### config.mk
export PLATFORM = sky130hd
export DESIGN_NAME = bdi_core
export DESIGN_NICKNAME = d
export VERILOG_FILES = /design/src/bdi_pkg.sv /design/src/bdi_core.sv
export SDC_FILE = /design/constraint.sdc
export NUM_CORES = 1
export LEC_CHECK = 0
export BUFFER_PORTS_ARGS = -buffer_cell sky130_fd_sc_hd__buf_2
export CORE_MARGIN = 1.5
export CORE_UTILIZATION = 36
export CTS_BUF_LIST = sky130_fd_sc_hd__clkbuf_16
export CTS_CLUSTER_SIZE = 14
export DETAILED_ROUTE_END_ITERATION = 6
export GPL_TIMING_DRIVEN = 0
export PLACE_DENSITY = 0.61
export SYNTH_ARGS = -nofsm -noshare
export SYNTH_HDL_FRONTEND = slang
export SYNTH_SLANG_ARGS = --single-unit
### constraint.sdc
create_clock -name i_clock -period 2.4 [get_ports i_clock]
set_clock_uncertainty 0.1 [all_clocks]
set_input_delay 0.6 -clock i_clock [delete_from_list [all_inputs] [get_ports i_clock]]
set_output_delay 0.6 -clock i_clock [all_outputs]
set_load 0.02 [all_outputs]
### src/bdi_pkg.sv
// Purpose: Shared constants and types for the bus driver digital interface.
// Assumes: 100 MHz clock, AXI4-Lite register access with 32-bit data.
// Notes: Offsets are byte addresses of aligned 32-bit words.
package bdi_pkg;

  // ----------------------------------------------------------------
  // Timing
  // ----------------------------------------------------------------
  localparam int CLK_PERIOD_NS = 10;
  localparam int RX_MIN_BIT_NS = 60;
  // Half the shortest bit, rounded down, so a 60 ns bit is still seen.
  localparam int RX_FILTER_CYC = RX_MIN_BIT_NS / CLK_PERIOD_NS / 2;

  // ----------------------------------------------------------------
  // Register map
  // ----------------------------------------------------------------
  localparam int ADDR_W = 8;
  localparam logic [7:0] ADDR_CTRL = 8'h00;
  localparam logic [7:0] ADDR_STATUS = 8'h04;
  localparam logic [7:0] ADDR_IRQ_STATUS = 8'h08;
  localparam logic [7:0] ADDR_IRQ_CLEAR = 8'h0c;
  localparam logic [7:0] ADDR_IRQ_ENABLE = 8'h10;
  localparam logic [1:0] RESP_OKAY = 2'h0;
  localparam logic [1:0] RESP_SLVERR = 2'h2;

  // Control register fields and reset values.
  localparam int CTRL_TX_INHIBIT_BIT = 0;
  localparam logic CTRL_TX_INHIBIT_RESET = 1'h0;

  // Status register field positions.
  localparam int STAT_MODE_LSB = 0;
  localparam int STAT_TX_ON_BIT = 5;
  localparam int STAT_SYM_LSB = 6;
  localparam int STAT_OTEMP_BIT = 8;
  localparam int STAT_VIO_BIT = 9;
  localparam int STAT_WAKE_BIT = 10;

  // Interrupt bits, shared by status, clear and enable registers.
  localparam int IRQ_W = 4;
  localparam int IRQ_MODE_BIT = 0;
  localparam int IRQ_OTEMP_BIT = 1;
  localparam int IRQ_WAKE_BIT = 2;
  localparam int IRQ_VIO_BIT = 3;
  localparam logic [3:0] IRQ_ENABLE_RESET = 4'h0;

  // ----------------------------------------------------------------
  // Types
  // ----------------------------------------------------------------
  typedef enum logic [4:0] {
    BDI_NORMAL = 5'h01,
    BDI_LISTEN = 5'h02,
    BDI_STANDBY = 5'h04,
    BDI_SLEEP_ENTRY = 5'h08,
    BDI_SLEEP = 5'h10
  } bdi_mode_t;

  typedef enum logic [1:0] {
    BDI_SYM_IDLE = 2'h0,
    BDI_SYM_ZERO = 2'h1,
    BDI_SYM_ONE = 2'h2
  } bdi_sym_t;

  // Pin-side inputs, all asynchronous to the clock.
  typedef struct packed {
    logic powered;
    logic io_supply_ok;
    logic standby_n_select;
    logic mode_enable;
    logic transmit_enable_n;
    logic serial_transmit_in;
    logic guardian_enable;
    logic overtemp;
    logic wake_flag;
    logic bus_diff_pos;
    logic bus_diff_neg;
  } bdi_pins_t;

endpackage

### src/bdi_core.sv
// Purpose: Digital side of a differential bus transceiver.
// Assumes: Analog comparators report the bus symbol as two levels.
// Notes: All pin inputs pass a two-stage synchroniser first.
`timescale 1ns/10ps

// Behaviour
// - Transmitter drives bus only in normal mode.
// - Transmit needs normal, enable low, guardian high.
// - Activation accepted only while transmit data low.
// - Enabled transmitter follows data: one or zero.
// - Guardian low forces transmitter off, bus idle.
// - Guardian input evaluated only in normal mode.
// - Receiver active in normal and listen modes.
// - Receive out high for one/idle, low zero.
// - Activity out high idle, low on data.
// - Low-power modes ignore transmit data and enable.
// - Low-power outputs show wake flag, low when set.
// - Bias in active modes, ground low-power, open unpowered.
// - Supply loss: receive low, transmit inputs defaulted.
// - Supply loss: activity low, guardian defaulted.
// - Receive filter keeps bits down to 60 ns.
// - Activity to guardian side, data to controller.
// - Input defaults: data low, enable high, others low.
// - Mode select pins decode four modes, sleep entry.
module bdi_core
  import bdi_pkg::*;
#(
  parameter int RX_FILTER = RX_FILTER_CYC
)
(
  input wire logic i_clock,
  input wire logic i_reset,
  input wire logic i_powered,
  input wire logic i_io_supply_ok,
  input wire logic i_standby_n_select,
  input wire logic i_mode_enable,
  input wire logic i_transmit_enable_n,
  input wire logic i_serial_transmit_in,
  input wire logic i_guardian_enable,
  input wire logic i_overtemp,
  input wire logic i_wake_flag,
  input wire logic i_bus_diff_pos,
  input wire logic i_bus_diff_neg,
  output logic o_drive_enable,
  output logic o_drive_one,
  output logic o_serial_receive_out,
  output logic o_bus_activity_n,
  output logic o_bias_to_vbias,
  output logic o_bias_to_ground,
  output logic o_irq,
  input wire logic i_awvalid,
  output logic o_awready,
  input wire logic [ADDR_W-1:0] i_awaddr,
  input wire logic i_wvalid,
  output logic o_wready,
  input wire logic [31:0] i_wdata,
  input wire logic [3:0] i_wstrb,
  output logic o_bvalid,
  input wire logic i_bready,
  output logic [1:0] o_bresp,
  input wire logic i_arvalid,
  output logic o_arready,
  input wire logic [ADDR_W-1:0] i_araddr,
  output logic o_rvalid,
  input wire logic i_rready,
  output logic [31:0] o_rdata,
  output logic [1:0] o_rresp
);

  // ----------------------------------------------------------------
  // State
  // ----------------------------------------------------------------
  // The whole block state lives in one register, so that one reset clause
  // and one update cover every flip-flop, including both synchroniser
  // stages of the pin inputs.
  typedef struct packed {
    bdi_pins_t s1;
    bdi_pins_t s2;
    bdi_sym_t cand;
    logic [3:0] cnt;
    bdi_sym_t sym;
    bdi_mode_t mode;
    logic tx_on;
    logic tx_one;
    logic rxd;
    logic bus_activity_n_n;
    logic bias_v;
    logic bias_g;
    logic inhibit;
    logic [IRQ_W-1:0] ist;
    logic [IRQ_W-1:0] ien;
    logic prev_ot;
    logic prev_wake;
    logic prev_vio;
    logic irq;
    logic awready;
    logic wready;
    logic aw_got;
    logic w_got;
    logic [ADDR_W-1:0] waddr;
    logic [31:0] wdata;
    logic [3:0] wstrb;
    logic bvalid;
    logic [1:0] bresp;
    logic arready;
    logic rvalid;
    logic [31:0] rdata;
    logic [1:0] rresp;
  } bdi_state_t;

  bdi_state_t r;
  bdi_state_t next_r;
  bdi_pins_t pins;
  bdi_pins_t p;
  bdi_sym_t seen;
  logic low_power;
  logic [IRQ_W-1:0] clr;
  logic [IRQ_W-1:0] ev;

  // ----------------------------------------------------------------
  // Helpers
  // ----------------------------------------------------------------

  // Word address of a byte address, low two bits ignored.
  function automatic logic [7:0] word_of(input logic [ADDR_W-1:0] a);
    word_of = {a[ADDR_W-1:2], 2'h0};
  endfunction

  // Whether an address hits one of the five registers.
  function automatic logic mapped(input logic [ADDR_W-1:0] a);
    logic [7:0] w;
    w = word_of(a);
    mapped = (w == ADDR_CTRL) || (w == ADDR_STATUS) ||
      (w == ADDR_IRQ_STATUS) || (w == ADDR_IRQ_CLEAR) ||
      (w == ADDR_IRQ_ENABLE);
  endfunction

  // Read data for a register; write-only and unmapped read zero.
  // Status reads see the synchronised pins, never the raw inputs.
  function automatic logic [31:0] read_word(input bdi_state_t s,
    input logic [ADDR_W-1:0] a);
    logic [31:0] d;
    d = 32'h0;
    unique case (word_of(a))
      ADDR_CTRL: d[CTRL_TX_INHIBIT_BIT] = s.inhibit;
      ADDR_STATUS:
      begin
        d[STAT_MODE_LSB +: 5] = s.mode;
        d[STAT_TX_ON_BIT] = s.tx_on;
        d[STAT_SYM_LSB +: 2] = s.sym;
        d[STAT_OTEMP_BIT] = s.s2.overtemp;
        d[STAT_VIO_BIT] = s.s2.io_supply_ok;
        d[STAT_WAKE_BIT] = s.s2.wake_flag;
      end
      ADDR_IRQ_STATUS: d[IRQ_W-1:0] = s.ist;
      ADDR_IRQ_ENABLE: d[IRQ_W-1:0] = s.ien;
      default: d = 32'h0;
    endcase
    read_word = d;
  endfunction

  // Gather the pins for the synchroniser.
  // One packed word keeps both stages in step, field for field.
  assign pins = '{powered: i_powered, io_supply_ok: i_io_supply_ok,
    standby_n_select: i_standby_n_select, mode_enable: i_mode_enable,
    transmit_enable_n: i_transmit_enable_n,
    serial_transmit_in: i_serial_transmit_in,
    guardian_enable: i_guardian_enable, overtemp: i_overtemp,
    wake_flag: i_wake_flag, bus_diff_pos: i_bus_diff_pos,
    bus_diff_neg: i_bus_diff_neg};

  // ----------------------------------------------------------------
  // Next-state logic
  // ----------------------------------------------------------------

  // One pass computes every next value of the state.
  always_comb
  begin
    next_r = r;
    next_r.s1 = pins;
    next_r.s2 = r.s1;
    clr = '0;

    // defaulted inputs while the supply is lost.
    p = r.s2;
    if (!p.io_supply_ok)
    begin
      p.serial_transmit_in = 1'b0;
      p.transmit_enable_n = 1'b1;
      p.guardian_enable = 1'b0;
      p.standby_n_select = 1'b0;
      p.mode_enable = 1'b0;
    end

    // mode pins decode; sleep entry moves on to sleep.
    // Supply loss has already forced both mode pins low, hence standby.
    unique case ({p.standby_n_select, p.mode_enable})
      2'b11: next_r.mode = BDI_NORMAL;
      2'b10: next_r.mode = BDI_LISTEN;
      2'b01:
      begin
        if (r.mode == BDI_SLEEP_ENTRY || r.mode == BDI_SLEEP)
          next_r.mode = BDI_SLEEP;
        else
          next_r.mode = BDI_SLEEP_ENTRY;
      end
      default: next_r.mode = BDI_STANDBY;
    endcase
    low_power = !(r.mode == BDI_NORMAL || r.mode == BDI_LISTEN);

    // enable only in normal mode with both inputs.
    // guardian low or overheating force the driver off.
    // a new activation needs transmit data low.
    // Once on, the driver follows the data until an enable term drops,
    // so a transmission can never begin with a one on the bus.
    next_r.tx_on = (r.mode == BDI_NORMAL) && !p.transmit_enable_n &&
      p.guardian_enable && !p.overtemp && !r.inhibit &&
      (r.tx_on || !p.serial_transmit_in);
    // drive level follows the serial data.
    next_r.tx_one = next_r.tx_on && p.serial_transmit_in;

    // a symbol counts once stable for the filter time.
    // A glitch shorter than the filter span never reaches the outputs,
    // while the shortest legal bit still does.
    if (p.bus_diff_pos && !p.bus_diff_neg)
      seen = BDI_SYM_ONE;
    else if (p.bus_diff_neg && !p.bus_diff_pos)
      seen = BDI_SYM_ZERO;
    else
      seen = BDI_SYM_IDLE;
    if (seen != r.cand)
    begin
      next_r.cand = seen;
      next_r.cnt = 4'h0;
    end
    else if (r.cnt < 4'(RX_FILTER - 1))
      next_r.cnt = r.cnt + 4'h1;
    else
      next_r.sym = seen;

    // receive and activity outputs per mode.
    if (!p.io_supply_ok)
    begin
      // both outputs low on supply loss.
      next_r.rxd = 1'b0;
      next_r.bus_activity_n_n = 1'b0;
    end
    else if (low_power)
    begin
      next_r.rxd = !p.wake_flag;
      next_r.bus_activity_n_n = !p.wake_flag;
    end
    else
    begin
      next_r.rxd = (r.sym != BDI_SYM_ZERO);
      next_r.bus_activity_n_n = (r.sym == BDI_SYM_IDLE);
    end

    // bias follows mode, open when unpowered.
    next_r.bias_v = p.powered && !low_power;
    next_r.bias_g = p.powered && low_power;

    // Write channel: address and data taken in either order.
    // The write lands one cycle after both are held, and the readies stay
    // low until the response has been taken.
    if (r.bvalid && i_bready)
      next_r.bvalid = 1'b0;
    if (r.awready && i_awvalid)
    begin
      next_r.aw_got = 1'b1;
      next_r.waddr = i_awaddr;
    end
    if (r.wready && i_wvalid)
    begin
      next_r.w_got = 1'b1;
      next_r.wdata = i_wdata;
      next_r.wstrb = i_wstrb;
    end
    if (r.aw_got && r.w_got)
    begin
      next_r.aw_got = 1'b0;
      next_r.w_got = 1'b0;
      next_r.bvalid = 1'b1;
      next_r.bresp = mapped(r.waddr) ? RESP_OKAY : RESP_SLVERR;
      if (r.wstrb[0])
      begin
        if (word_of(r.waddr) == ADDR_CTRL)
          next_r.inhibit = r.wdata[CTRL_TX_INHIBIT_BIT];
        if (word_of(r.waddr) == ADDR_IRQ_ENABLE)
          next_r.ien = r.wdata[IRQ_W-1:0];
        if (word_of(r.waddr) == ADDR_IRQ_CLEAR)
          clr = r.wdata[IRQ_W-1:0];
      end
    end
    next_r.awready = !next_r.aw_got && !next_r.bvalid;
    next_r.wready = !next_r.w_got && !next_r.bvalid;

    // Read channel: one read at a time, answered the next cycle.
    if (r.rvalid && i_rready)
      next_r.rvalid = 1'b0;
    if (r.arready && i_arvalid)
    begin
      next_r.rvalid = 1'b1;
      next_r.rdata = read_word(r, i_araddr);
      next_r.rresp = mapped(i_araddr) ? RESP_OKAY : RESP_SLVERR;
    end
    next_r.arready = !next_r.rvalid;

    // Sticky events; a new event wins over a clear.
    // The mode event compares next and current mode, so the way into
    // sleep through sleep entry raises it on both steps.
    ev = '0;
    ev[IRQ_MODE_BIT] = (next_r.mode != r.mode);
    ev[IRQ_OTEMP_BIT] = p.overtemp && !r.prev_ot;
    ev[IRQ_WAKE_BIT] = r.s2.wake_flag && !r.prev_wake;
    ev[IRQ_VIO_BIT] = !r.s2.io_supply_ok && r.prev_vio;
    next_r.prev_ot = p.overtemp;
    next_r.prev_wake = r.s2.wake_flag;
    next_r.prev_vio = r.s2.io_supply_ok;
    next_r.ist = (r.ist & ~clr) | ev;
    next_r.irq = |(next_r.ist & next_r.ien);
  end

  // ----------------------------------------------------------------
  // State register
  // ----------------------------------------------------------------

  // Synchronous reset puts the block in standby with the bus idle.
  // Synchroniser stages reset to idle pin levels, so that no false edge
  // or supply-loss event follows the release of reset.
  always_ff @(posedge i_clock)
  begin
    if (i_reset)
    begin
      r <= '0;
      r.s1.transmit_enable_n <= 1'b1;
      r.s2.transmit_enable_n <= 1'b1;
      r.s1.io_supply_ok <= 1'b1;
      r.s2.io_supply_ok <= 1'b1;
      r.prev_vio <= 1'b1;
      r.mode <= BDI_STANDBY;
      r.cand <= BDI_SYM_IDLE;
      r.sym <= BDI_SYM_IDLE;
      r.rxd <= 1'b1;
      r.bus_activity_n_n <= 1'b1;
      r.inhibit <= CTRL_TX_INHIBIT_RESET;
      r.ien <= IRQ_ENABLE_RESET;
    end
    else
    begin
      r <= next_r;
    end
  end

  // ----------------------------------------------------------------
  // Outputs
  // ----------------------------------------------------------------

  // Every output is a field of the state register.
  assign o_drive_enable = r.tx_on;
  assign o_drive_one = r.tx_one;
  assign o_serial_receive_out = r.rxd;
  assign o_bus_activity_n = r.bus_activity_n_n;
  assign o_bias_to_vbias = r.bias_v;
  assign o_bias_to_ground = r.bias_g;
  assign o_irq = r.irq;
  assign o_awready = r.awready;
  assign o_wready = r.wready;
  assign o_bvalid = r.bvalid;
  assign o_bresp = r.bresp;
  assign o_arready = r.arready;
  assign o_rvalid = r.rvalid;
  assign o_rdata = r.rdata;
  assign o_rresp = r.rresp;

endmodule

==> run_results.csv, run 1 <==
group,metric,value,unit
clock_network,ctsHoldBuffers,0,
route,post_drt_via_cell_ratio,4.64,
min_path,hold_class,"reg -> reg",
clock_network,post_cts_buffers,0,
critical_path,ff2ff_setup_slack,0.34,ns
clock_network,clk_pin_slew,0.06,ns
grt,grt_pass1_wl,11300,um
die,dieArea,0.0101,mm2
cells_and_area,n_antenna_cell,0,
route,num_vias,2655,
logic_synthesis,ys_seq_elements,85,
flow_run,cap_violations,0,
grt,gr-total-overflow,0,
cells_and_area,postLayoutCoreUtil,0.458,
power,p_leak,0.00181,uW
power,power,3170,uW
sta,hold_ws,0.309,ns
critical_path,arrival,2.16,ns
place,dp_hpwl,5230,um
power,p_per_area,753,mW/mm2
route,drtIter0Drc,149,
clock_network,clockBufferDepth,2,
logic_synthesis,synthCells,365,
logic_synthesis,yosys-top-cells-count,"dfxtp_1 (85), buf_4 (37), nand2_1 (31), nor2_1 (28)",
min_path,hold_end,"r[125]",
clock_network,cts_tree,"yes",
power,swShare,0.239,
sta,final.setup.tns,0,ns
sta,setup_viol,0,
sta,finalHoldViolCount,0,
critical_path,path_class,"reg -> reg",
logic_synthesis,synth_top_area_cell,"dfxtp_1",
cells_and_area,syn2layout_area_growth,23.5,%
sta,period_share,0.860,
grt,grt_start_max_net_pins,15,
critical_path,cp-end-kind,"flop",
route,drc,0,
power,combPwrFrac,0.096,
critical_path,cp-start-kind,"flop",
sta,relSlewSlack,0.581,
sta,slew_viol_final,0,
clock_network,postCtsResizedCells,0,
sta,fmax,0.484,GHz
critical_path,critPathSlowestCell,"or3_4",
logic_synthesis,synthTopCellsByArea,"dfxtp_1 (50%), buf_4 (8.1%), nor2b_1 (4.8%)",
grt,grt_pass1_vias,2310,
cells_and_area,nNetsFinal,527,
die,die_h,100,um
logic_synthesis,avgSynthCellArea,9.34,um2
power,ir_drop,0.328,mV
logic_synthesis,ys_seq_area_frac,0.499,
power,p_int,2410,uW
clock_network,numCtsBuffers,9,
critical_path,r2r_start,"r[79]",
logic_synthesis,ys_warn_count,0,
min_path,whs_path_depth,1,
clock_network,clock_latency,0.33,ns
cells_and_area,drive_above_1_share,0.280,
sta,fin_crit,2.06,ns
die,placementRows,35,
sta,tightest_slew,0.628,ns
power,power.net_switching,758,uW
route,routed_wl,7000,um
die,initial_utilization,0.371,
logic_synthesis,yosys_most_used_dff,"dfxtp_1",
critical_path,cp.required,2.50,ns
critical_path,cpPeakStageDelay,0.42,ns
run_status,status,"finished clean",
clock_network,h-tree-depth,3,
grt,antenna_found_initial,0,
die,die_w,100,um
critical_path,crit_chain,"or3_4 -> or3_1 -> a221o_1 -> a22oi_2 -> o221ai_2",
grt,track_usage,0.146,
power,seqPwrFrac,0.481,
logic_synthesis,synth_top_area_share,0.499,
clock_network,clkSinkCount,85,
place,gp_congestion,0.841,
sta,rsz0062_at_grt,"false",
route,routedWlPerCell,12.2,um
route,drtAntennaViolNets,0,
power,clkPwrFrac,0.423,
logic_synthesis,synth_cell_types,48,
critical_path,path_max_fanout,4,
die,ios,118,
critical_path,timing.rr.end,"o_irq",
logic_synthesis,synthArstFlopShare,0,
die,core-area,0.00920,mm2
place,portBuffers,58,
critical_path,reg2regPathDepth,5,
clock_network,cts-root-buf,"clkbuf_16",
logic_synthesis,syn_area,0.00341,mm2
route,drtPass1Iterations,4,
min_path,worstHoldStart,"next_r[125]",
logic_synthesis,synth_edf_count,0,
logic_synthesis,yosysMostFrequentCell,"dfxtp_1",
## power by group through the flow
stage	Sequential, uW	Combinational, uW	Clock [uW]
floorplan	1550	221	0
global placement	1550	301	0
detailed placement	1560	307	0
CTS	1520	307	1370
global route	1530	339	1440
finish	1520	306	1340
## worst max path at each step
| stage | from | endpoint | slack [ns] | cells after the start |
|---|---|---|---|---|
| 2_1_floorplan | i_araddr[7] | o_rdata[1] | 0.36 | 5 |
| 3_3_place_gp | i_araddr[7] | o_rdata[1] | 0.09 | 6 |
| 3_5_place_dp | i_araddr[7] | o_rdata[1] | 0.09 | 6 |
| 4_1_cts | r[79] | o_irq | 0.33 | 5 |
| 5_1_grt | r[84] | o_irq | 0.28 | 6 |
| 6_report | r[79] | o_irq | 0.34 | 5 |
## routing by layer
layer  up-vias  part of all wire  global-route usage
li1       1386                 -                   -
met1      1188              0.48               0.199
met2        73              0.45               0.221
met3         8             0.063              0.0383
met4         0            0.0093              0.0553
met5         -                 0                   0
## registers in the layout (all words and copies together) (netlist names)
name,flops
p,3
o_bvalid,1
o_serial_receive_out,1
o_rresp,1
o_bias_to_vbias,1
o_bresp,1
o_rdata,11
o_arready,1
r,43
o_drive_enable,1
o_rvalid,1
next_r,14
o_awready,1
o_drive_one,1
o_irq,1
o_bias_to_ground,1
o_bus_activity_n,1
o_wready,1
## critical path, delay by kind of cell, from the launching register on
| kind | cells | cell delay [ns] |
|---|---|---|
| AO/OA/AOI/OAI | 3 | 0.65 |
| AND/OR/NAND/NOR | 2 | 0.84 |
| flip-flops | 1 | 0.33 |
## per-stage QoR
| stage | instances | setup slack [ns] | instance area (um2) |
|---|---|---|---|
| after global routing | 572 | 0.277 | 4210 |
| after floorplan | 387 | 0.363 | 3490 |
| after CTS | 572 | 0.328 | 4210 |
| after global placement | 556 | 0.0944 | 3920 |
| final | 572 | 0.336 | 4210 |
| after detailed placement | 556 | 0.0945 | 3920 |
## cells by family (layout without fill, tap and decap cells)
| kind of cell | after synthesis | in the layout | share of synthesized area |
|---|---|---|---|
| DFF | 85 | 85 | 0.499 |
| adders and majority gates | 1 | 1 | 0.00367 |
| muxes | 11 | 11 | 0.0345 |
| and+or+nand+nor | 152 | 152 | 0.239 |
| AOI/OAI and AO/OA | 55 | 55 | 0.110 |
| buffers and inverters | 56 | 130 | 0.102 |
| xor gates and xnor gates | 4 | 4 | 0.0103 |
| other | 1 | 23 | 0.00110 |
## layout make-up
type,count,area [um2]
fillers,917,4980
plain buffers,48,319
clock buffers,9,225
multi-input cells,246,1440
well taps,111,139
clock inverters,7,65.1
flip-flops and latches,85,1700
inverters,8,30.0
repair buffers,58,290
## cell usage in the layout, fill, tap and decap left out, types with 4 or more instances in the layout
cell type,count
dfxtp_1,85
buf_2,58
buf_4,37
nand2_1,31
nor2_1,28
nor2b_1,26
a21oi_1,26
conb_1,23
nand3_1,19
clkbuf_1,10
inv_1,9
nor3_1,9
clkbuf_16,9
or2_2,6
mux2_2,6
o21ai_0,6
nor4b_1,6
mux2i_1,5
and2_1,5
nor3b_1,4
Power figures use the tool's default switching activity.
==> run 2: changes to the inputs <==
--- a/config.mk
+++ b/config.mk
@@ -5,14 +5,15 @@
 export SDC_FILE = /design/constraint.sdc
 export NUM_CORES = 1
 export LEC_CHECK = 0
-export BUFFER_PORTS_ARGS = -buffer_cell sky130_fd_sc_hd__buf_2
+export CAP_MARGIN = 20
 export CORE_MARGIN = 1.5
 export CORE_UTILIZATION = 36
 export CTS_BUF_LIST = sky130_fd_sc_hd__clkbuf_16
 export CTS_CLUSTER_SIZE = 14
 export DETAILED_ROUTE_END_ITERATION = 6
+export DONT_BUFFER_PORTS = 1
 export GPL_TIMING_DRIVEN = 0
-export PLACE_DENSITY = 0.61
+export PLACE_DENSITY = 0.5
 export SYNTH_ARGS = -nofsm -noshare
 export SYNTH_HDL_FRONTEND = slang
 export SYNTH_SLANG_ARGS = --single-unit
==> run_results.csv, run 2 (synthesized netlist as in run 1, its figures left out) <==
group,metric,value,unit
run_status,status,"finished clean",
cells_and_area,postLayoutCellArea,0.00393,mm2
clock_network,numCtsBuffers,9,
cells_and_area,n_antenna_cell,0,
clock_network,h-tree-depth,3,
clock_network,ctsHoldBuffers,0,
route,drtPass1Iterations,4,
place,placedCellCount,498,
place,dp_hpwl,5220,um
die,die_w,100,um
die,dieArea,0.0101,mm2
sta,slew_viol_final,0,
die,die_h,100,um
grt,antenna_found_initial,0,
sta,setup_viol,0,
cells_and_area,multiInputGateArea,0.00144,mm2
clock_network,clockBufferDepth,2,
route,post_drt_via_cell_ratio,4.70,
power,p_per_area,802,mW/mm2
min_path,hold_class,"in -> reg",
sta,rsz0062_at_grt,"false",
sta,period_share,0.856,
cells_and_area,final_common_cell,"dfxtp_1",
clock_network,clk_pin_slew,0.06,ns
critical_path,cp-start-kind,"flop",
sta,fmax,0.487,GHz
cells_and_area,drive_above_1_share,0.176,
grt,grt_pass1_vias,2256,
die,initial_utilization,0.371,
route,routed_wl,6920,um
route,drtAntennaViolNets,0,
critical_path,cp-end-kind,"flop",
critical_path,path_max_fanout,4,
cells_and_area,syn2layout_area_growth,15.2,%
cells_and_area,largest-register,"r",
grt,track_usage,0.146,
flow_run,cap_violations,0,
die,placementRows,35,
critical_path,cp.required,2.48,ns
clock_network,postCtsResizedCells,0,
sta,fin_crit,2.05,ns
critical_path,path_class,"reg -> reg",
cells_and_area,fillers,942,
sta,relSlewSlack,0.578,
route,drc,0,
route,routedWlPerCell,13.5,um
cells_and_area,nNetsFinal,469,
power,ir_drop,0.387,mV
place,portBuffers,0,
cells_and_area,postLayoutCoreUtil,0.427,
route,drtIter0Drc,83,
clock_network,clock_latency,0.33,ns
power,power,3150,uW
die,ios,118,
cells_and_area,final_cell_mix,"dfxtp_1 (85), buf_4 (37), nand2_1 (31)",
sta,tightest_slew,0.632,ns
route,num_vias,2417,
grt,grt_pass1_wl,11100,um
place,gp_congestion,0.855,
grt,grt_start_max_net_pins,16,
cells_and_area,fin_cells,514,
clock_network,post_cts_buffers,0,
clock_network,cts-root-buf,"clkbuf_16",
grt,gr-total-overflow,0,
power,p_leak,0.00155,uW
sta,finalHoldViolCount,0,
die,core-area,0.00920,mm2
clock_network,clkSinkCount,85,
clock_network,cts_tree,"yes",
cells_and_area,seq_area,0.00170,mm2
critical_path,arrival,2.13,ns
sta,final.setup.tns,0,ns
place,post_dp_cell_area,0.00363,mm2
cells_and_area,largest_register_ff_count,43,
## run 2: cell count changes in the layout (fill, tap and decap cells not counted), sizes merged
cell  previous run  this run
buf             96        38
## run 2: layout make-up
type | count | share of cell area
Sequential cell | 85 | 0.433
Buffer | 48 | 0.0812
Clock inverter | 7 | 0.0185
Tap cell | 111 | 0.0353
Multi-Input combinational cell | 246 | 0.367
Clock buffer | 9 | 0.0573
Inverter | 8 | 0.00764
## run 2: metal layers
layer  up-vias  routed length (um)  track usage
met4         0                  44       0.0488
met1      1062                3450        0.198
met5         -                   0            0
met3         5                 390       0.0397
met2        78                3030        0.225
li1       1272                   -            -
## run 2: through the flow
step	hold WS, ns	setup slack [ns]
after floorplan	0.289	0.363
after global placement	0.294	0.103
after detailed placement	0.294	0.0989
after CTS	0.254	0.322
after global routing	0.252	0.216
final	0.273	0.346
## run 2: power by group
| group | switching, uW | leakage [uW] | total [uW] | internal, uW |
|---|---|---|---|---|
| Clock | 551 | 0.000144 | 1360 | 809 |
| Sequential | 61.4 | 0.000695 | 1540 | 1470 |
| Combinational | 141 | 0.000713 | 255 | 114 |
## run 2: worst paths after layout
kind | startpoint | end | slack (ns) | cells past startpoint
max | r[79] | o_irq | 0.35 | 5
min | i_io_supply_ok | next_r[128] | 0.27 | 1
max reg2reg | r[79] | o_irq | 0.35 | 5
min reg2reg | next_r[125] | r[125] | 0.31 | 1
## run 2: worst max-delay path, cell delays in order, from the launching register on
cell and delay, ns:
dfxtp_1 0.33, or3_4 0.41, or3_1 0.41, a221o_1 0.34, a22oi_2 0.18, o221ai_2 0.13
